**config.mk**
```make
export PLATFORM = sky130hd
export DESIGN_NAME = ctci_top
export DESIGN_NICKNAME = d
export VERILOG_FILES = /design/src/logic/ctci_pkg.sv /design/src/logic/ctci_top.sv
export SDC_FILE = /design/constraint.sdc
export NUM_CORES = 1
export LEC_CHECK = 0
export BUFFER_PORTS_ARGS = -buffer_cell sky130_fd_sc_hd__buf_2
export CORE_MARGIN = 3
export CORE_UTILIZATION = 25
export CTS_CLUSTER_DIAMETER = 120
export DETAILED_ROUTE_END_ITERATION = 6
export GPL_TIMING_DRIVEN = 0
export PLACE_DENSITY_LB_ADDON = 0.25
export SLEW_MARGIN = 30
export SYNTH_ARGS = -nofsm -noshare
export SYNTH_HDL_FRONTEND = slang
export SYNTH_SLANG_ARGS = --single-unit
export TNS_END_PERCENT = 30
```
**constraint.sdc**
```tcl
create_clock -name hclk -period 1.6 [get_ports hclk]
set_input_delay 0.32 -clock hclk [delete_from_list [all_inputs] [get_ports hclk]]
set_output_delay 0.32 -clock hclk [all_outputs]
set_load 0.05 [all_outputs]
```
**src/logic/ctci_pkg.sv**
```systemverilog
// ctci_pkg: register offsets, field positions, reset values and codes
// for the clock tree configuration and clock interrupt block.
// assumes a 32-bit ahb-lite slave decode on haddr[7:2].
package ctci_pkg;

  // ----------------------------------------------------------------
  // register offsets (byte addresses, bits 7:0)
  // ----------------------------------------------------------------
  localparam logic [7:0] CFG0_OFFSET = 8'h04;  // clock_config_0
  localparam logic [7:0] INT_OFFSET  = 8'h08;  // clock_interrupt_ctrl
  localparam logic [7:0] CFG1_OFFSET = 8'h2C;  // clock_config_1 (pre-divider view)

  // ----------------------------------------------------------------
  // reset values
  // ----------------------------------------------------------------
  localparam logic [31:0] CFG0_RESET = 32'h00000000;
  localparam logic [31:0] INT_RESET  = 32'h00000000;
  localparam logic [3:0]  CFG1_PREDIV_RESET = 4'h0;

  // ----------------------------------------------------------------
  // clock_config_0 field positions
  // ----------------------------------------------------------------
  localparam int MF_HI_BIT    = 29;  // pll_mult_factor[4]
  localparam int ADC_HI_BIT   = 28;  // adc_clock_prescale[2]
  localparam int CKOUT_LSB    = 24;  // clock_out_source_sel[3:0]
  localparam int USB_LSB      = 22;  // usb_clock_prescale[1:0]
  localparam int MF_LO_LSB    = 18;  // pll_mult_factor[3:0]
  localparam int PREDIV_BIT   = 17;  // prediv0_low_bit
  localparam int PLL_SRC_BIT  = 16;  // pll_source_sel
  localparam int ADC_LO_LSB   = 14;  // adc_clock_prescale[1:0]
  localparam int APB2_LSB     = 11;  // apb2_prescale[2:0]
  localparam int APB1_LSB     = 8;   // apb1_prescale[2:0]
  localparam int AHB_LSB      = 4;   // ahb_prescale[3:0]
  localparam int STAT_LSB     = 2;   // sysclk_switch_status[1:0]
  localparam int REQ_LSB      = 0;   // sysclk_switch[1:0]

  // ----------------------------------------------------------------
  // clock_interrupt_ctrl field positions
  // ----------------------------------------------------------------
  localparam int INT_CLR_LSB  = 16;  // write-1 clear bits 23:16
  localparam int INT_EN_LSB   = 8;   // enables 14:8
  localparam int INT_FLAG_LSB = 0;   // flags 7:0
  localparam int STUCK_BIT    = 7;   // stuck_clock_flag
  localparam int N_OSC        = 7;   // stabilisation sources, flags 6:0

  // ----------------------------------------------------------------
  // system clock source codes, synchronised line count
  // ----------------------------------------------------------------
  localparam logic [1:0] SRC_INT8M = 2'h0;
  localparam logic [1:0] SRC_XTAL  = 2'h1;
  localparam logic [1:0] SRC_PLL   = 2'h2;
  localparam int         N_ASYNC   = 10;  // synchronised input lines

  typedef enum logic {CTCI_BUS_IDLE, CTCI_BUS_RDWAIT} ctci_bus_state_t;

endpackage

```
**src/logic/ctci_top.sv**
```systemverilog
// ctci_top: clock tree configuration registers, system clock switch
// sequencing and clock interrupt flags behind an ahb-lite slave.
// assumes oscillator ready, crystal stuck, usb enable and wake inputs
// are asynchronous levels; divider and mux outputs feed analog/clock logic.
//
// How it works
// - clock-out selector decoded into mux code
// - usb prescale code gives pll divide ratio
// - usb prescale frozen while usb clock enabled
// - multiplier msb at bit 29, low 21:18
// - multiplier table incl 6.5 and 16
// - prediv0 low bit shared with config_1
// - low bit alone picks div2 or pass while config_1 upper bits clear
// - pll source: internal 8m osc/2 or crystal
// - adc prescale split field, table of divides
// - apb prescalers divide ahb clock
// - ahb prescale divides system clock
// - read-only switch status from hardware
// - switch request, software polls status
// - forced to internal osc on wake or failure
// - interrupt register at 0x08, byte lanes
// - write-one clear bits 23:16
// - enables 14:8 paired with flags
// - flag set on ready when enabled
// - stuck flag set, routed to nmi
// - switch waits until target source stable
//
// Register access over AHB-Lite was left to the implementer.
`timescale 1ns/100ps

module ctci_top (
  input  wire logic        hclk,
  input  wire logic        hresetn,
  // ahb-lite slave
  input  wire logic        hsel,
  input  wire logic [31:0] haddr,
  input  wire logic [1:0]  htrans,
  input  wire logic        hwrite,
  input  wire logic [2:0]  hsize,
  input  wire logic [31:0] hwdata,
  input  wire logic        hready,
  output logic      [31:0] hrdata,
  output logic             hreadyout,
  output logic             hresp,
  // asynchronous status from the oscillators and power control
  input  wire logic [6:0]  osc_stable_async,
  input  wire logic        xtal_stuck_async,
  input  wire logic        usb_clk_en_async,
  input  wire logic        wake_async,
  // clock tree controls
  output logic [1:0]       sysclk_mux_sel,
  output logic [3:0]       clock_out_mux_sel,
  output logic [2:0]       usb_div_x2,
  output logic [6:0]       pll_mult_x2,
  output logic             pll_source_sel,
  output logic [4:0]       prediv0_div,
  output logic [4:0]       adc_div,
  output logic [4:0]       apb2_div,
  output logic [4:0]       apb1_div,
  output logic [9:0]       ahb_div,
  output logic             clock_irq,
  output logic             clock_nmi
);

  // ----------------------------------------------------------------
  // decode tables
  // ----------------------------------------------------------------

  // multiplier times two, so 6.5 stays an integer; x32 needs seven bits
  function automatic logic [6:0] mult_x2(input logic [4:0] code);
    logic [6:0] m;
    m = 7'h00;
    if (code <= 5'h0C) begin
      m = 7'({2'b00, code} + 7'h02);
    end else if (code == 5'h0D) begin
      m = 7'h06;  // 6.5 expressed as half-steps below
    end else if (code == 5'h0E || code == 5'h0F) begin
      m = 7'h10;
    end else begin
      m = 7'({2'b00, code} + 7'h01);
    end
    if (code == 5'h0D) begin
      mult_x2 = 7'h0D;
    end else begin
      mult_x2 = 7'(m << 1);
    end
  endfunction

  // usb divide times two: 1.5, 1, 2.5, 2
  function automatic logic [2:0] usb_x2(input logic [1:0] code);
    case (code)
      2'h0:    usb_x2 = 3'h3;
      2'h1:    usb_x2 = 3'h2;
      2'h2:    usb_x2 = 3'h5;
      default: usb_x2 = 3'h4;
    endcase
  endfunction

  function automatic logic [4:0] adc_dec(input logic [2:0] code);
    case (code)
      3'h0:    adc_dec = 5'h02;
      3'h1:    adc_dec = 5'h04;
      3'h2:    adc_dec = 5'h06;
      3'h3:    adc_dec = 5'h08;
      3'h4:    adc_dec = 5'h02;
      3'h5:    adc_dec = 5'h0C;
      3'h6:    adc_dec = 5'h08;
      default: adc_dec = 5'h10;
    endcase
  endfunction

  // 0xx passes, 1xx divides by 2..16
  function automatic logic [4:0] apb_dec(input logic [2:0] code);
    if (!code[2]) begin
      apb_dec = 5'h01;
    end else begin
      apb_dec = 5'(5'h02 << code[1:0]);
    end
  endfunction

  function automatic logic [9:0] ahb_dec(input logic [3:0] code);
    case (code)
      4'h8:    ahb_dec = 10'h002;
      4'h9:    ahb_dec = 10'h004;
      4'hA:    ahb_dec = 10'h008;
      4'hB:    ahb_dec = 10'h010;
      4'hC:    ahb_dec = 10'h040;
      4'hD:    ahb_dec = 10'h080;
      4'hE:    ahb_dec = 10'h100;
      4'hF:    ahb_dec = 10'h200;
      default: ahb_dec = 10'h001;  // 0xxx passes undivided
    endcase
  endfunction

  // ----------------------------------------------------------------
  // input synchronisers
  // ----------------------------------------------------------------
  logic [ctci_pkg::N_ASYNC-1:0] async_in;   // raw asynchronous lines
  logic [ctci_pkg::N_ASYNC-1:0] s1_reg;     // first stage, read by s2 only
  logic [ctci_pkg::N_ASYNC-1:0] s2_reg;
  logic [ctci_pkg::N_ASYNC-1:0] s3_reg;
  logic [ctci_pkg::N_ASYNC-1:0] lvl_reg;    // filtered level
  logic [ctci_pkg::N_ASYNC-1:0] lvl_next;
  logic [ctci_pkg::N_ASYNC-1:0] lvl_d_reg;  // previous level, for edges

  assign async_in = {wake_async, usb_clk_en_async, xtal_stuck_async, osc_stable_async};

  // a change counts only when stages two and three agree
  always_comb begin
    for (int i = 0; i < ctci_pkg::N_ASYNC; i++) begin
      lvl_next[i] = (s2_reg[i] == s3_reg[i]) ? s3_reg[i] : lvl_reg[i];
    end
  end

  always_ff @(posedge hclk or negedge hresetn) begin
    if (!hresetn) begin
      s1_reg    <= '0;
      s2_reg    <= '0;
      s3_reg    <= '0;
      lvl_reg   <= '0;
      lvl_d_reg <= '0;
    end else begin
      s1_reg    <= async_in;
      s2_reg    <= s1_reg;
      s3_reg    <= s2_reg;
      lvl_reg   <= lvl_next;
      lvl_d_reg <= lvl_reg;
    end
  end

  logic [6:0] osc_ready;   // filtered ready levels, flag order
  logic [6:0] osc_rise;    // ready just became true
  logic       stuck_rise;  // crystal failure event
  logic       usb_on;      // usb clock running
  logic       wake_rise;   // leaving deep-sleep or standby

  assign osc_ready  = lvl_reg[6:0];
  assign osc_rise   = lvl_reg[6:0] & ~lvl_d_reg[6:0];
  assign stuck_rise = lvl_reg[7] & ~lvl_d_reg[7];
  assign usb_on     = lvl_reg[8];
  assign wake_rise  = lvl_reg[9] & ~lvl_d_reg[9];

  // ----------------------------------------------------------------
  // ahb-lite slave: zero-wait writes, one-wait reads
  // ----------------------------------------------------------------
  ctci_pkg::ctci_bus_state_t bus_state_reg, bus_state_next;
  logic        dp_write_reg, dp_write_next;  // write data phase pending
  logic [7:0]  dp_addr_reg,  dp_addr_next;   // latched byte address
  logic [3:0]  dp_be_reg,    dp_be_next;     // latched byte lanes
  logic [31:0] hrdata_reg,   hrdata_next;
  logic        hready_reg,   hready_next;
  logic        addr_take;                    // address phase accepted
  logic [3:0]  be_addr;                      // lanes of incoming request
  logic [31:0] rd_value;                     // read mux output

  assign addr_take = hsel & htrans[1] & hready;

  always_comb begin
    case (hsize)
      3'h0:    be_addr = 4'(4'h1 << haddr[1:0]);
      3'h1:    be_addr = haddr[1] ? 4'hC : 4'h3;
      default: be_addr = 4'hF;
    endcase
  end

  // reads wait one cycle so a write finishing at the same edge is seen
  always_comb begin
    bus_state_next = bus_state_reg;
    dp_write_next  = 1'b0;
    dp_addr_next   = dp_addr_reg;
    dp_be_next     = dp_be_reg;
    hrdata_next    = hrdata_reg;
    hready_next    = hready_reg;
    case (bus_state_reg)
      ctci_pkg::CTCI_BUS_IDLE: begin
        if (addr_take) begin
          dp_addr_next = {haddr[7:2], 2'b00};
          dp_be_next   = be_addr;
          if (hwrite) begin
            dp_write_next = 1'b1;
            hready_next   = 1'b1;
          end else begin
            bus_state_next = ctci_pkg::CTCI_BUS_RDWAIT;
            hready_next    = 1'b0;
          end
        end
      end
      ctci_pkg::CTCI_BUS_RDWAIT: begin
        hrdata_next    = rd_value;
        hready_next    = 1'b1;
        bus_state_next = ctci_pkg::CTCI_BUS_IDLE;
      end
      default: begin
        bus_state_next = ctci_pkg::CTCI_BUS_IDLE;
        hready_next    = 1'b1;
      end
    endcase
  end

  always_ff @(posedge hclk or negedge hresetn) begin
    if (!hresetn) begin
      bus_state_reg <= ctci_pkg::CTCI_BUS_IDLE;
      dp_write_reg  <= 1'b0;
      dp_addr_reg   <= 8'h00;
      dp_be_reg     <= 4'h0;
      hrdata_reg    <= 32'h00000000;
      hready_reg    <= 1'b1;
    end else begin
      bus_state_reg <= bus_state_next;
      dp_write_reg  <= dp_write_next;
      dp_addr_reg   <= dp_addr_next;
      dp_be_reg     <= dp_be_next;
      hrdata_reg    <= hrdata_next;
      hready_reg    <= hready_next;
    end
  end

  logic [31:0] wmask;  // byte-lane write mask of the data phase
  logic        wr_cfg0;
  logic        wr_int;
  logic        wr_cfg1;

  assign wmask   = {{8{dp_be_reg[3]}}, {8{dp_be_reg[2]}}, {8{dp_be_reg[1]}}, {8{dp_be_reg[0]}}};
  assign wr_cfg0 = dp_write_reg & (dp_addr_reg == ctci_pkg::CFG0_OFFSET);
  assign wr_int  = dp_write_reg & (dp_addr_reg == ctci_pkg::INT_OFFSET);
  assign wr_cfg1 = dp_write_reg & (dp_addr_reg == ctci_pkg::CFG1_OFFSET);

  // ----------------------------------------------------------------
  // configuration and switch state
  // ----------------------------------------------------------------
  logic [31:0] cfg0_reg, cfg0_next;      // writable fields, status bits zero
  logic [3:0]  prediv_reg, prediv_next;  // pll_prediv0, bit 0 shared
  logic [1:0]  stat_reg, stat_next;      // sysclk_switch_status
  logic [31:0] cfg0_view;                // readable image of clock_config_0
  logic [31:0] cfg0_wr;                  // merged write value
  logic [1:0]  req_src;                  // requested source
  logic        xtal_in_use;              // crystal feeds system clock
  logic        req_ready;                // requested source stable

  always_comb begin
    cfg0_view = cfg0_reg;
    cfg0_view[ctci_pkg::PREDIV_BIT] = prediv_reg[0];
    cfg0_view[ctci_pkg::STAT_LSB +: 2] = stat_reg;
  end

  assign cfg0_wr = (cfg0_view & ~wmask) | (hwdata & wmask);
  assign req_src = cfg0_reg[ctci_pkg::REQ_LSB +: 2];

  // a dead crystal matters only while it feeds the system clock
  assign xtal_in_use = (stat_reg == ctci_pkg::SRC_XTAL) ||
                       ((stat_reg == ctci_pkg::SRC_PLL) && cfg0_reg[ctci_pkg::PLL_SRC_BIT]);

  // flag order: 2 internal 8m osc, 3 crystal, 4 pll
  always_comb begin
    case (req_src)
      ctci_pkg::SRC_INT8M: req_ready = osc_ready[2];
      ctci_pkg::SRC_XTAL:  req_ready = osc_ready[3];
      ctci_pkg::SRC_PLL:   req_ready = osc_ready[4];
      default:             req_ready = 1'b0;  // reserved code never taken
    endcase
  end

  always_comb begin
    cfg0_next   = cfg0_reg;
    prediv_next = prediv_reg;
    stat_next   = stat_reg;
    if (wr_cfg0) begin
      // bits 31:30 reserved; status and shared bit kept apart
      cfg0_next = cfg0_wr & 32'h3FFCFFF3;
      cfg0_next[ctci_pkg::PLL_SRC_BIT] = cfg0_wr[ctci_pkg::PLL_SRC_BIT];
      if (usb_on) begin
        cfg0_next[ctci_pkg::USB_LSB +: 2] = cfg0_reg[ctci_pkg::USB_LSB +: 2];
      end
      prediv_next[0] = cfg0_wr[ctci_pkg::PREDIV_BIT];
    end
    if (wr_cfg1) begin
      prediv_next = (prediv_reg & ~wmask[3:0]) | (hwdata[3:0] & wmask[3:0]);
    end
    if (req_src != stat_reg && req_ready) begin
      stat_next = req_src;
    end
    if (wake_rise || (stuck_rise && xtal_in_use)) begin
      cfg0_next[ctci_pkg::REQ_LSB +: 2] = ctci_pkg::SRC_INT8M;
      stat_next = ctci_pkg::SRC_INT8M;
    end
  end

  always_ff @(posedge hclk or negedge hresetn) begin
    if (!hresetn) begin
      cfg0_reg   <= ctci_pkg::CFG0_RESET;
      prediv_reg <= ctci_pkg::CFG1_PREDIV_RESET;
      stat_reg   <= ctci_pkg::SRC_INT8M;
    end else begin
      cfg0_reg   <= cfg0_next;
      prediv_reg <= prediv_next;
      stat_reg   <= stat_next;
    end
  end

  // ----------------------------------------------------------------
  // clock interrupt register
  // ----------------------------------------------------------------
  logic [6:0] irq_en_reg, irq_en_next;  // enables 14:8
  logic [7:0] flag_reg,   flag_next;    // flags 7:0
  logic [7:0] clr_hit;                  // write-one clears this cycle
  logic [7:0] set_hit;                  // hardware set events

  assign clr_hit = wr_int ? (hwdata[ctci_pkg::INT_CLR_LSB +: 8] & wmask[23:16]) : 8'h00;
  // stuck crystal sets flag, no enable
  assign set_hit = {stuck_rise, osc_rise & irq_en_reg};

  // set wins over a clear landing in the same cycle
  always_comb begin
    irq_en_next = irq_en_reg;
    if (wr_int) begin
      irq_en_next = (irq_en_reg & ~wmask[14:8]) | (hwdata[14:8] & wmask[14:8]);
    end
    flag_next = (flag_reg & ~clr_hit) | set_hit;
  end

  always_ff @(posedge hclk or negedge hresetn) begin
    if (!hresetn) begin
      irq_en_reg <= ctci_pkg::INT_RESET[14:8];
      flag_reg   <= ctci_pkg::INT_RESET[7:0];
    end else begin
      irq_en_reg <= irq_en_next;
      flag_reg   <= flag_next;
    end
  end

  // ----------------------------------------------------------------
  // read mux
  // ----------------------------------------------------------------
  // clear bits and reserved bits read as zero; unmapped reads zero
  always_comb begin
    case (dp_addr_reg)
      ctci_pkg::CFG0_OFFSET: rd_value = cfg0_view;
      ctci_pkg::INT_OFFSET:  rd_value = {17'h00000, irq_en_reg, flag_reg};
      ctci_pkg::CFG1_OFFSET: rd_value = {28'h0000000, prediv_reg};
      default:               rd_value = 32'h00000000;
    endcase
  end

  // ----------------------------------------------------------------
  // registered clock tree controls
  // ----------------------------------------------------------------
  logic [3:0] ckout_code;  // raw clock_out_source_sel
  logic [4:0] mf_code;     // reassembled pll_mult_factor
  logic [2:0] adc_code;    // reassembled adc_clock_prescale
  logic [4:0] prediv_dec;

  assign ckout_code = cfg0_reg[ctci_pkg::CKOUT_LSB +: 4];
  assign mf_code  = {cfg0_reg[ctci_pkg::MF_HI_BIT], cfg0_reg[ctci_pkg::MF_LO_LSB +: 4]};
  assign adc_code = {cfg0_reg[ctci_pkg::ADC_HI_BIT], cfg0_reg[ctci_pkg::ADC_LO_LSB +: 2]};

  // low bit alone when upper bits clear
  always_comb begin
    if (prediv_reg[3:1] == 3'h0) begin
      prediv_dec = prediv_reg[0] ? 5'h02 : 5'h01;
    end else begin
      prediv_dec = 5'({1'b0, prediv_reg} + 5'h01);
    end
  end

  // outputs lag the fields by one clock, which glitch-free muxes tolerate
  always_ff @(posedge hclk or negedge hresetn) begin
    if (!hresetn) begin
      clock_out_mux_sel <= 4'h0;
      usb_div_x2        <= 3'h3;
      pll_mult_x2       <= 7'h04;
      pll_source_sel    <= 1'b0;
      prediv0_div       <= 5'h01;
      adc_div           <= 5'h02;
      apb2_div          <= 5'h01;
      apb1_div          <= 5'h01;
      ahb_div           <= 10'h001;
      sysclk_mux_sel    <= ctci_pkg::SRC_INT8M;
      clock_irq         <= 1'b0;
      clock_nmi         <= 1'b0;
    end else begin
      // 00xx and undefined codes give none
      clock_out_mux_sel <= (ckout_code[3:2] != 2'h0 && ckout_code <= 4'hB) ? ckout_code : 4'h0;
      usb_div_x2        <= usb_x2(cfg0_reg[ctci_pkg::USB_LSB +: 2]);
      pll_mult_x2       <= mult_x2(mf_code);
      pll_source_sel    <= cfg0_reg[ctci_pkg::PLL_SRC_BIT];
      prediv0_div       <= prediv_dec;
      adc_div           <= adc_dec(adc_code);
      apb2_div          <= apb_dec(cfg0_reg[ctci_pkg::APB2_LSB +: 3]);
      apb1_div          <= apb_dec(cfg0_reg[ctci_pkg::APB1_LSB +: 3]);
      ahb_div           <= ahb_dec(cfg0_reg[ctci_pkg::AHB_LSB +: 4]);
      sysclk_mux_sel    <= stat_reg;
      clock_irq         <= |flag_reg[6:0];
      clock_nmi         <= flag_reg[ctci_pkg::STUCK_BIT];
    end
  end

  assign hrdata    = hrdata_reg;
  assign hreadyout = hready_reg;
  assign hresp     = 1'b0;  // always okay

endmodule

```
## Word level (Yosys, flattened, before mapping)

Memory sizes are Yosys's and may differ from the RTL's. A register that Yosys moved wholly into a read port is not among the register bits.
Index checks and enable logic that the tools add are counted.

- Bits of input ports: 84
- Memories kept: 1
- Register bits after elaboration: 192
- Output and inout port bits: 83
- ROM bits: 144

Memory list:

| memory | depth | width | read ports | clocked after Yosys merged registers in | write ports | RTL line | source |
|---|---|---|---|---|---|---|---|
| (no name shown) | 16 | 9 | 1 | 1 | 0 | ctci_top.sv:122 | `case (code)` |

- Magnitude comparators: 2
- $add $sub $neg: 3
- Reduce and logical (&&, ||, !) cells: 22
- Equality and inequality tests: 31
- Bitwise logic cells: 30
- Shift-type cells: 3
- Muxes and demuxes: 29

Operator list:

| cell | number |
|---|---|
| 30-bit one-hot mux with 3 select lines | 1 |
| 30-bit AND | 2 |
| 30-bit NOT | 1 |
| 30-bit bitwise OR | 1 |
| 7-bit AND | 4 |
| 5-bit one-hot mux with 5 select lines | 1 |
| 8-bit AND | 2 |
| 5-bit by 4-bit equality test with 1-bit output (second input constant) | 3 |
| 5-bit 2-to-1 mux | 3 |
| 7-bit NOT | 2 |
| 6-bit 2-to-1 mux | 2 |
| 1-bit equality test | 10 |
| 2-bit 2-to-1 mux | 5 |
| 2-bit by 2-bit << shifter with 5-bit output (first input constant) | 2 |
| 3-bit equality test (second input constant) | 3 |
| 3-bit zero test | 3 |
| 3-bit one-hot mux with 3 select lines | 1 |
| 4-bit AND | 2 |
| 1-bit 2-to-1 mux | 8 |
| 4-bit 2-to-1 mux | 2 |
| 8-bit 2-to-1 mux | 1 |
| 8-bit NOT | 1 |
| 8-bit bitwise OR | 1 |
| 4-bit one-hot mux with 2 select lines | 1 |
| other kinds (31) | 58 |

## Longest topological paths before layout

Gate-level depths: netlist of run 1.

- Depth after elaboration: 6
- Gate-level depth with buffers: 6
- Mapped depth without buffers: 6

## Worst setup path after synthesis of run 1

Ideal clock, no wire load.

- Path kind: reg-to-reg
- Start: reg dp_addr_reg[5]
- End: reg (tool-made name)
- Stages on the path, launching flop included: 6
- Path slack: -0.071 ns
- Data arrival time: 1.544 ns
- Cells stage by stage: dfrtp_1 nor4_2 buf_6 nand4_4 nor2_4 mux2_1

RTL lines:

| element | RTL line | source |
|---|---|---|
| start, declared | ctci_top.sv:188 | `logic [7:0] dp_addr_reg, dp_addr_next;` |
| start signal, assigned | ctci_top.sv:251 | `dp_addr_reg <= dp_addr_next;` |

==> results_dict.tcl, run 1 <==
set metrics [dict create \
    setup_ws_ns -0.155 \
    fin_crit_sh_pct 110 \
    reg2reg_depth 5 \
    clk_pin_slew_worst_paths_ns 0.07 \
    synth_top_family_by_area "compound AO/OA/AOI/OAI gates" \
    cp_max_fo 7 \
    cp_slowest_cell "dfrtp_1" \
    fin_cells 1055 \
    track_usage_pct 11.8 \
    slew_headroom_pct 60.7 \
    htreeDepth 4 \
    drive_gt1_share_pct 39.8 \
    tns_ns -3.50 \
    drc 0 \
    grt_max_degree 67 \
    grt_setup_unrepaired "yes" \
    cts_tree "yes" \
    gp_congestion 0.771 \
    synth_area_leader_cell "dfrtp_1" \
    synthToLayoutAreaGrowth_pct 31.0 \
    async_flop_share_pct 100 \
    synth.area.top_cells "dfrtp_1 (64%), mux2_2 (6.6%), dfstp_2 (3.4%), a22o_1 (2.4%), o2bb2ai_1 (2.4%)" \
    ant_nets 0 \
    start_util_pct 25.6 \
    synth_top_area_share_pct 64.1 \
    ys_seq_area_share_pct 67.5 \
    holdPathEnd "bus_state_reg$_DFF_PN0_" \
    drv_cap 0 \
    status "finished with violations" \
    startpoint_type "register" \
    holdPathStages 2 \
    avgSynthCellArea_um2 14.2 \
    synth_flop_cell "dfrtp_1" \
    cp_cell_sequence "nor4_4, buf_6, buf_6, nand4_4, mux2_4" \
    synth.most_common_cell "dfrtp_1" \
    cts.sinks 187 \
    critPathMaxStageDelay_ns 0.42 \
    n_antenna_cell 0 \
    yosys.area_share.adder_pct 3.06 \
    cp.required_ns 1.90 \
    critical-path-top-delay-family "simple AND/OR/NAND/NOR gates" \
    cts_made_buffers 17 \
    clk-insertion-delay-late_ns 0.42 \
    r2r_start "dp_addr_reg[7]$_DFFE_PN0P_" \
    grt_pass1_wl_mm 27.3 \
    violations "negative setup slack" \
    p_leak_nw 4.30 \
    antenna_found_initial 1 \
    viasPerCell 4.18 \
    setup_viol 45 \
    ctsRootBufferMaster "clkbuf_16" \
    synth_compound_area_share_pct 9.87 \
    slew_violations 0 \
    grt_pass1_vias 4539 \
    synth_xor_area_share_pct 0.378 \
    finClkSkew_ns 0.0107 \
    netlist_instances 488 \
    portBuffers 134 \
    die_w_um 173 \
    firstDrtPassIters 4 \
    synthSimpleGateAreaFrac_pct 8.26 \
    cp-end-kind "register" \
    synth-edff-count 0 \
    core_um2 27100 \
    crit_top_cell "buf_6" \
    nets 763 \
    hpwlAfterDp_mm 12.2 \
    num_rows 60 \
    die_area_um2 29800 \
    synth_mux_area_share_pct 7.69 \
    yosys_warnings 0 \
    tightest_slew_ns 0.589 \
    synth_common_cells "dfrtp_1 (178), mux2_2 (41), nand2_1 (27), inv_1 (23)" \
    p_per_area_nw_per_um2 1210 \
    avgRoutedWirePerCell_um 16.4 \
    num_vias 4406 \
    dp_cells 1000 \
    critPathBufInv 2 \
    synth_area_um2 6950 \
    wirelength_mm 17.3 \
    hp-class "input port to register" \
    grt-ovfl-total 0 \
    synth.distinct_cells 49 \
    drtIter0Drc 225 \
    r2r_slack_ns -0.15 \
    worst-setup-path-type "register to register" \
    fin_crit_ns 1.75 \
    hold_viol 0 \
    fmax_ghz 0.570 \
    min_from "hwrite" \
    dieHeight_um 173 \
    ios 167 \
    ir_worst_vdd_mv 0.589 \
    ys_seq_elements 187 \
    cts_buffer_depth 2 \
    critPathArrivalTime_ns 2.06 \
    crit_start "dp_addr_reg[7]$_DFFE_PN0P_" \
]
[layout make-up]
cell class | instances | area (µm²)
clock buffers | 18 | 429
plain buffers | 20 | 159
multi-input cells | 261 | 2130
clock inverters | 14 | 181
well taps | 372 | 465
inverters | 23 | 86.3
fillers | 2705 | 18000
repair buffers | 160 | 960
flip-flops and latches | 187 | 4690
[report_power, final]
group          switching [mW]  total [mW]  leakage, nW  internal [mW]
combinational           0.851        1.35         1.73          0.497
clock                    1.94        4.45        0.296           2.50
sequential              0.233        5.25         2.27           5.01
[per-stage QoR]
| step | worst slack (ns) | total power [mW] | utilization [%] | area, µm² | hold slack (ns) |
|---|---|---|---|---|---|
| after floorplan | -0.00154 | 6.09 | - | 6970 | 0.0244 |
| after global placement | -3.02 | 6.55 | 29.9 | 8100 | 0.335 |
| after detailed placement | -0.251 | 6.57 | 30.1 | 8170 | 0.287 |
| after CTS | -0.151 | 11.2 | 33.3 | 9020 | 0.0841 |
| after global routing | -0.208 | 11.5 | 33.6 | 9100 | 0.0913 |
| final | -0.155 | 11.0 | 33.6 | 9100 | 0.104 |
[cell families (layout without fill, tap and decap cells)]
logic type      count (synthesis)  in the layout
flops                         187            187
mux                            48             48
buf+inv                        44            235
simple gates                   97             97
xor+xnor                        3              3
fa+ha+maj                      19             19
compound gates                 89             89
other cells                     1              5
[routing by layer]
metal / wire (µm) / GRT usage (%) / vias to the layer above
met2: 8340 / 19.0 / 104
met3: 831 / 3.60 / 15
met1: 7800 / 15.3 / 2185
met4: 282 / 3.72 / 2
li1: - / - / 2100
met5: 11 / 0 / -
[timing repair]
item	CTS	global route
endpoints found under the setup margin	70	75
hold endpoints to repair	65	0
cloned	1	0
setup buffers	9	3
gates resized for setup	19	18
pin swaps	3	2
hold buffers	11	0
[cell usage in the layout, fill, tap and decap left out, types with 6 or more instances in the layout]
| master | n |
|---|---|
| dfrtp_1 | 175 |
| dlygate4sd3_1 | 11 |
| a22oi_1 | 15 |
| nand3_1 | 7 |
| buf_6 | 9 |
| nor3_1 | 9 |
| o21ai_0 | 6 |
| and3_1 | 7 |
| maj3_1 | 10 |
| nand2b_1 | 6 |
| nor2_1 | 16 |
| buf_4 | 15 |
| inv_1 | 23 |
| a22o_1 | 19 |
| clkbuf_16 | 17 |
| o2bb2ai_1 | 19 |
| buf_2 | 135 |
| nand2_1 | 27 |
| a21oi_1 | 8 |
| mux2_2 | 39 |
| dfstp_2 | 9 |
| ha_1 | 6 |
[how the worst max path moves through the flow]
| stage | to | depth (start not counted) | slack (ns) |
|---|---|---|---|
| floorplan | register | 5 | -0.002 |
| global placement | asynchronous set/reset pin | 1 | -3.02 |
| detailed placement | dp_addr_reg[7]$_DFFE_PN0P_ | 6 | -0.25 |
| CTS | register | 5 | -0.15 |
| global route | register | 5 | -0.21 |
| finish | register | 5 | -0.15 |
[worst register-to-register path: cells and delay by family, from the launching register on]
family	cells	cell delay [ns]
buf+inv	2	0.30
simple gates	2	0.56
flops	1	0.42
mux	1	0.36
Power figures use the tool's default switching activity.
==> inputs of run 2 (changes only) <==
clock period = 1.8 ns   (was 1.6 ns; I/O delays follow)
==> run 2 against run 1 <==
Effect of this change:
- the flow now finishes without violations
- sequential power is 11% lower
- die area stayed put
- global-route usage fell by 0.21 points
- highest routed layer is now met4
==> results_dict.tcl, run 2 (synthesis gave the netlist of run 1 again) <==
set metrics [dict create \
    slew_violations 0 \
    drc 0 \
    slew_headroom_pct 53.1 \
    avgRoutedWirePerCell_um 16.3 \
    clk_pin_slew_worst_paths_ns 0.08 \
    dieHeight_um 173 \
    grt_pass1_vias 4647 \
    gp_congestion 0.779 \
    start_util_pct 25.6 \
    track_usage_pct 11.6 \
    cts_tree "yes" \
    fin_crit_ns 1.75 \
    clk-insertion-delay-late_ns 0.43 \
    ir_worst_vdd_mv 0.623 \
    viasPerCell 4.16 \
    critPathBufInv 2 \
    cts_buffer_depth 2 \
    cts_made_buffers 17 \
    die_area_um2 29800 \
    drv_cap 0 \
    final_common_cell "dfrtp_1" \
    grt_max_degree 85 \
    final_core_util_pct 32.9 \
    cp_cell_sequence "nor4_4, buf_6, buf_4, nand4_4, mux2_2" \
    fin_crit_sh_pct 97.2 \
    finalHoldWorstSlack_ns 0.0281 \
    critPathMaxStageDelay_ns 0.44 \
    cp.required_ns 2.11 \
    hold_viol 0 \
    ctsRootBufferMaster "clkbuf_16" \
    critPathArrivalTime_ns 2.06 \
    nets 753 \
    cts.sinks 187 \
    portBuffers 134 \
    ios 167 \
    num_rows 60 \
    status "finished, final reports clean" \
    firstDrtPassIters 4 \
    mostFrequentLayoutCells "dfrtp_1 (176), buf_2 (138), mux2_2 (41)" \
    cp_max_fo 7 \
    hp-class "input port to register" \
    setup_viol 0 \
    n_antenna_cell 0 \
    grt_pass1_wl_mm 26.8 \
    cp_slowest_cell "dfrtp_2" \
    worst-setup-path-type "register to register" \
    finClkSkew_ns 0.0113 \
    num_vias 4352 \
    p_per_area_nw_per_um2 1080 \
    hpwlAfterDp_mm 12.2 \
    ant_nets 0 \
    antenna_found_initial 0 \
    startpoint_type "register" \
    die_w_um 173 \
    p_leak_nw 4.23 \
    cp-end-kind "register" \
    fmax_ghz 0.572 \
    wirelength_mm 17.1 \
    r2r_slack_ns 0.05 \
    tightest_slew_ns 0.703 \
    grt-ovfl-total 0 \
    synthToLayoutAreaGrowth_pct 28.5 \
    htreeDepth 4 \
    tns_ns 0 \
    core_um2 27100 \
    nFillCells 2745 \
    drtIter0Drc 212 \
    critical-path-top-delay-family "simple AND/OR/NAND/NOR gates" \
    drive_gt1_share_pct 37.6 \
    grt_setup_unrepaired "yes" \
]
## run 2: changes by cell type in the layout (fill, tap and decap cells not counted), moves of 3 or more
cell           before  now
buf_6               9    2
ha_1                6    9
mux2_4              4    0
dlygate4sd3_1      11    7
ha_2                3    0
buf_2             135  138
clkinv_8            0    5
## run 2: what timing repair did
item | CTS | global route
hold buffers | 7 | 0
setup endpoints to repair | 47 | 27
hold endpoints to repair | 52 | 0
gates resized for setup | 5 | 6
pin swaps | 1 | 1
buffers inserted | 5 | 1
## run 2: final timing paths
check | from | end | depth (start not counted)
worst max-delay path | dp_addr_reg[5]$_DFFE_PN0P_ | register | 5
max in group asynchronous | hresetn | pll_mult_x2[2]$_DFF_PN1_ | 3
worst min-delay path | osc_stable_async[0] | s1_reg[0]$_DFF_PN0_ | 1
min in group asynchronous | hresetn | apb2_div[3]$_DFF_PN0_ | 2
worst min register to register | s1_reg[1]$_DFF_PN0_ | s2_reg[1]$_DFF_PN0_ | 0
worst max register to register | dp_addr_reg[5]$_DFFE_PN0P_ | register | 5
## run 2: stage by stage
step	setup slack, ns	area, µm²	cells	power, mW
3_3_place_gp	-2.85	8100	998	5.82
2_1_floorplan	0.129	6960	492	5.42
5_1_grt	-0.0253	8930	1045	10.1
4_1_cts	-0.00670	8910	1044	9.84
3_5_place_dp	-0.170	8170	1000	5.85
6_report	0.0509	8930	1045	9.67
## run 2: power breakdown
part / internal, mW / total (mW) / switching [mW]
registers: 4.46 / 4.66 / 0.203
logic: 0.395 / 1.13 / 0.734
clock network: 2.01 / 3.89 / 1.87
## run 2: layout make-up
type | instances | area, µm² | share of cell area, %
Clock inverter | 15 | 196 | 2.20
Sequential cell | 187 | 4690 | 52.6
Tap cell | 372 | 465 | 5.21
Buffer | 21 | 140 | 1.57
Multi-Input combinational cell | 261 | 2070 | 23.2
Timing Repair Buffer | 149 | 851 | 9.53
Clock buffer | 17 | 425 | 4.77
Inverter | 23 | 86.3 | 0.967
## run 2: per-layer routing
metal / vias up / track usage [%] / wire (µm)
met2: 96 / 19.6 / 8370
met3: 9 / 3.73 / 865
li1: 2077 / - / -
met1: 2170 / 14.6 / 7720
met5: - / 0 / 0
met4: 0 / 2.53 / 119
==> inputs of run 3 (changes only) <==
--- a/config.mk
+++ b/config.mk
@@ -9,4 +9,5 @@
 export CORE_MARGIN = 3
 export CORE_UTILIZATION = 25
+export CTS_BUF_LIST = sky130_fd_sc_hd__clkbuf_16
 export CTS_CLUSTER_DIAMETER = 120
 export DETAILED_ROUTE_END_ITERATION = 6
==> constraint.sdc (replaced) <==
create_clock -name hclk -period 1.8 [get_ports hclk]
set_input_delay 0.09 -clock hclk [delete_from_list [all_inputs] [get_ports hclk]]
set_output_delay 0.09 -clock hclk [all_outputs]
set_load 0.05 [all_outputs]
==> run 3 against run 2 <==
Effect of this change:
- total power increased by 0.75%
- core utilization increased by 1.5 points
- combinational power increased by 6%
- critical path depth unchanged
- sequential share of layout area decreased by 2.3 points
- sequential power about the same
- highest routed layer unchanged
==> results_dict.tcl, run 3 (synthesis gave the netlist of run 1 again) <==
set metrics [dict create \
    wirelength_mm 17.4 \
    dieHeight_um 173 \
    fmax_ghz 0.576 \
    grt_pass1_vias 4858 \
    cp_max_fo 7 \
    grt_pass1_wl_mm 27.6 \
    critPathBufInv 2 \
    p_leak_nw 4.39 \
    hold_viol 0 \
    portBuffers 134 \
    synthToLayoutAreaGrowth_pct 34.2 \
    dp_cells 1000 \
    status "finished, final reports clean" \
    cp.required_ns 2.11 \
    p_per_area_nw_per_um2 1050 \
    clk_pin_slew_worst_paths_ns 0.08 \
    critical-path-top-delay-family "simple AND/OR/NAND/NOR gates" \
    drc 0 \
    clk-insertion-delay-late_ns 0.43 \
    track_usage_pct 11.9 \
    worst-setup-path-type "register to register" \
    cp_slowest_cell "dfrtp_2" \
    seq_power_share_pct 47.8 \
    cp-end-kind "register" \
    n_antenna_cell 0 \
    p_clk_share_pct 39.9 \
    ios 167 \
    ctsRootBufferMaster "clkbuf_16" \
    final_common_cell "dfrtp_1" \
    core_um2 27100 \
    firstDrtPassIters 5 \
    critPathMaxStageDelay_ns 0.44 \
    num_vias 4486 \
    p_sw_mw 2.83 \
    cts.sinks 187 \
    slew_violations 0 \
    final_core_util_pct 34.4 \
    cp_cell_sequence "nor4_4, buf_6, buf_4, nand4_4, mux2_2" \
    grt-ovfl-total 0 \
    cts_tree "yes" \
    drv_cap 0 \
    ant_nets 0 \
    ir_worst_vdd_mv 0.627 \
    setup_viol 0 \
    grt_max_degree 85 \
    tightest_slew_ns 0.686 \
    finClkSkew_ns 0.0114 \
    cts_made_buffers 17 \
    fin_crit_sh_pct 96.5 \
    antenna_found_initial 0 \
    swShare_pct 29.0 \
    p_int_mw 6.92 \
    gp_congestion 0.779 \
    drtIter0Drc 204 \
    r2r_slack_ns 0.06 \
    startpoint_type "register" \
    hp-class "input port to register" \
    start_util_pct 25.6 \
    drive_gt1_share_pct 35.5 \
    combPwrFrac_pct 12.3 \
    num_rows 60 \
    htreeDepth 4 \
    avgRoutedWirePerCell_um 16.1 \
    slew_headroom_pct 54.3 \
    critPathArrivalTime_ns 2.05 \
    total_power_mw 9.75 \
    die_area_um2 29800 \
    viasPerCell 4.13 \
    cts_buffer_depth 2 \
    mostFrequentLayoutCells "dfrtp_1 (176), buf_2 (138), dlygate4sd3_1 (47)" \
    fin_cells 1085 \
    grt_setup_unrepaired "yes" \
    fin_crit_ns 1.74 \
    nets 793 \
    hpwlAfterDp_mm 12.2 \
    die_w_um 173 \
]
==> run 3: worst reg2reg max path: cells and delay by family (launching register included) <==
family	cells	cell delay, ns
multiplexers	1	0.34
buffers and inverters	2	0.32
AND/OR/NAND/NOR	2	0.52
flip-flops	1	0.44
==> run 3: what timing repair did <==
item                                    CTS  global route
buffers inserted                          5             1
endpoints found under the setup margin   47            27
hold buffers                             47             0
pin swaps                                 1             1
endpoints found under the hold margin   162             0
gates resized for setup                   5             6
==> run 3: worst paths after layout <==
path,cells after the start,from,end
setup / recovery,5,dp_addr_reg[5]$_DFFE_PN0P_,register
hold / removal,3,hwdata[17],flag_reg[1]$_DFF_PN0_
setup reg to reg,5,dp_addr_reg[5]$_DFFE_PN0P_,register
hold reg to reg,0,s1_reg[1]$_DFF_PN0_,s2_reg[1]$_DFF_PN0_
max in group asynchronous,3,hresetn,usb_div_x2[1]$_DFF_PN1_
min in group asynchronous,2,hresetn,apb2_div[3]$_DFF_PN0_
==> run 3: final cells by class <==
type                       count  area (µm²)
buffer                        21         140
clock buffer                  17         425
clock inverter                15         196
fill                        2714       17800
inverter                      23        86.3
multi-input combinational    261        2070
sequential                   187        4690
tap                          372         465
timing repair buffer         189        1250
==> run 3: metrics by stage <==
stage | setup TNS, ns | instance area [µm²] | worst slack [ns] | hold WS, ns
after floorplan | 0 | 6960 | 0.129 | -0.206
after global placement | -469.77 | 8100 | -2.58 | 0.198
after detailed placement | -1.29 | 8170 | -0.170 | 0.0336
after CTS | -0.00670 | 9320 | -0.00670 | 0.0180
after global routing | -0.0257 | 9330 | -0.00956 | 0.0267
final | 0 | 9330 | 0.0630 | 0.0226
==> run 3: routing by layer <==
layer  GRT usage, %  part of all wire, %
met1           14.9                   45
met2           20.2                   49
met3           3.67                  5.0
met4           2.53                 0.68
met5              0                    0
==> run 3: power by group through the flow <==
stage	sequential (mW)	combinational (mW)	clock (mW)
2_1_floorplan	4.97	0.446	0
3_3_place_gp	4.74	1.08	0
3_5_place_dp	4.74	1.11	0
4_1_cts	4.67	1.21	4.03
5_1_grt	4.70	1.30	4.17
6_report	4.66	1.20	3.89
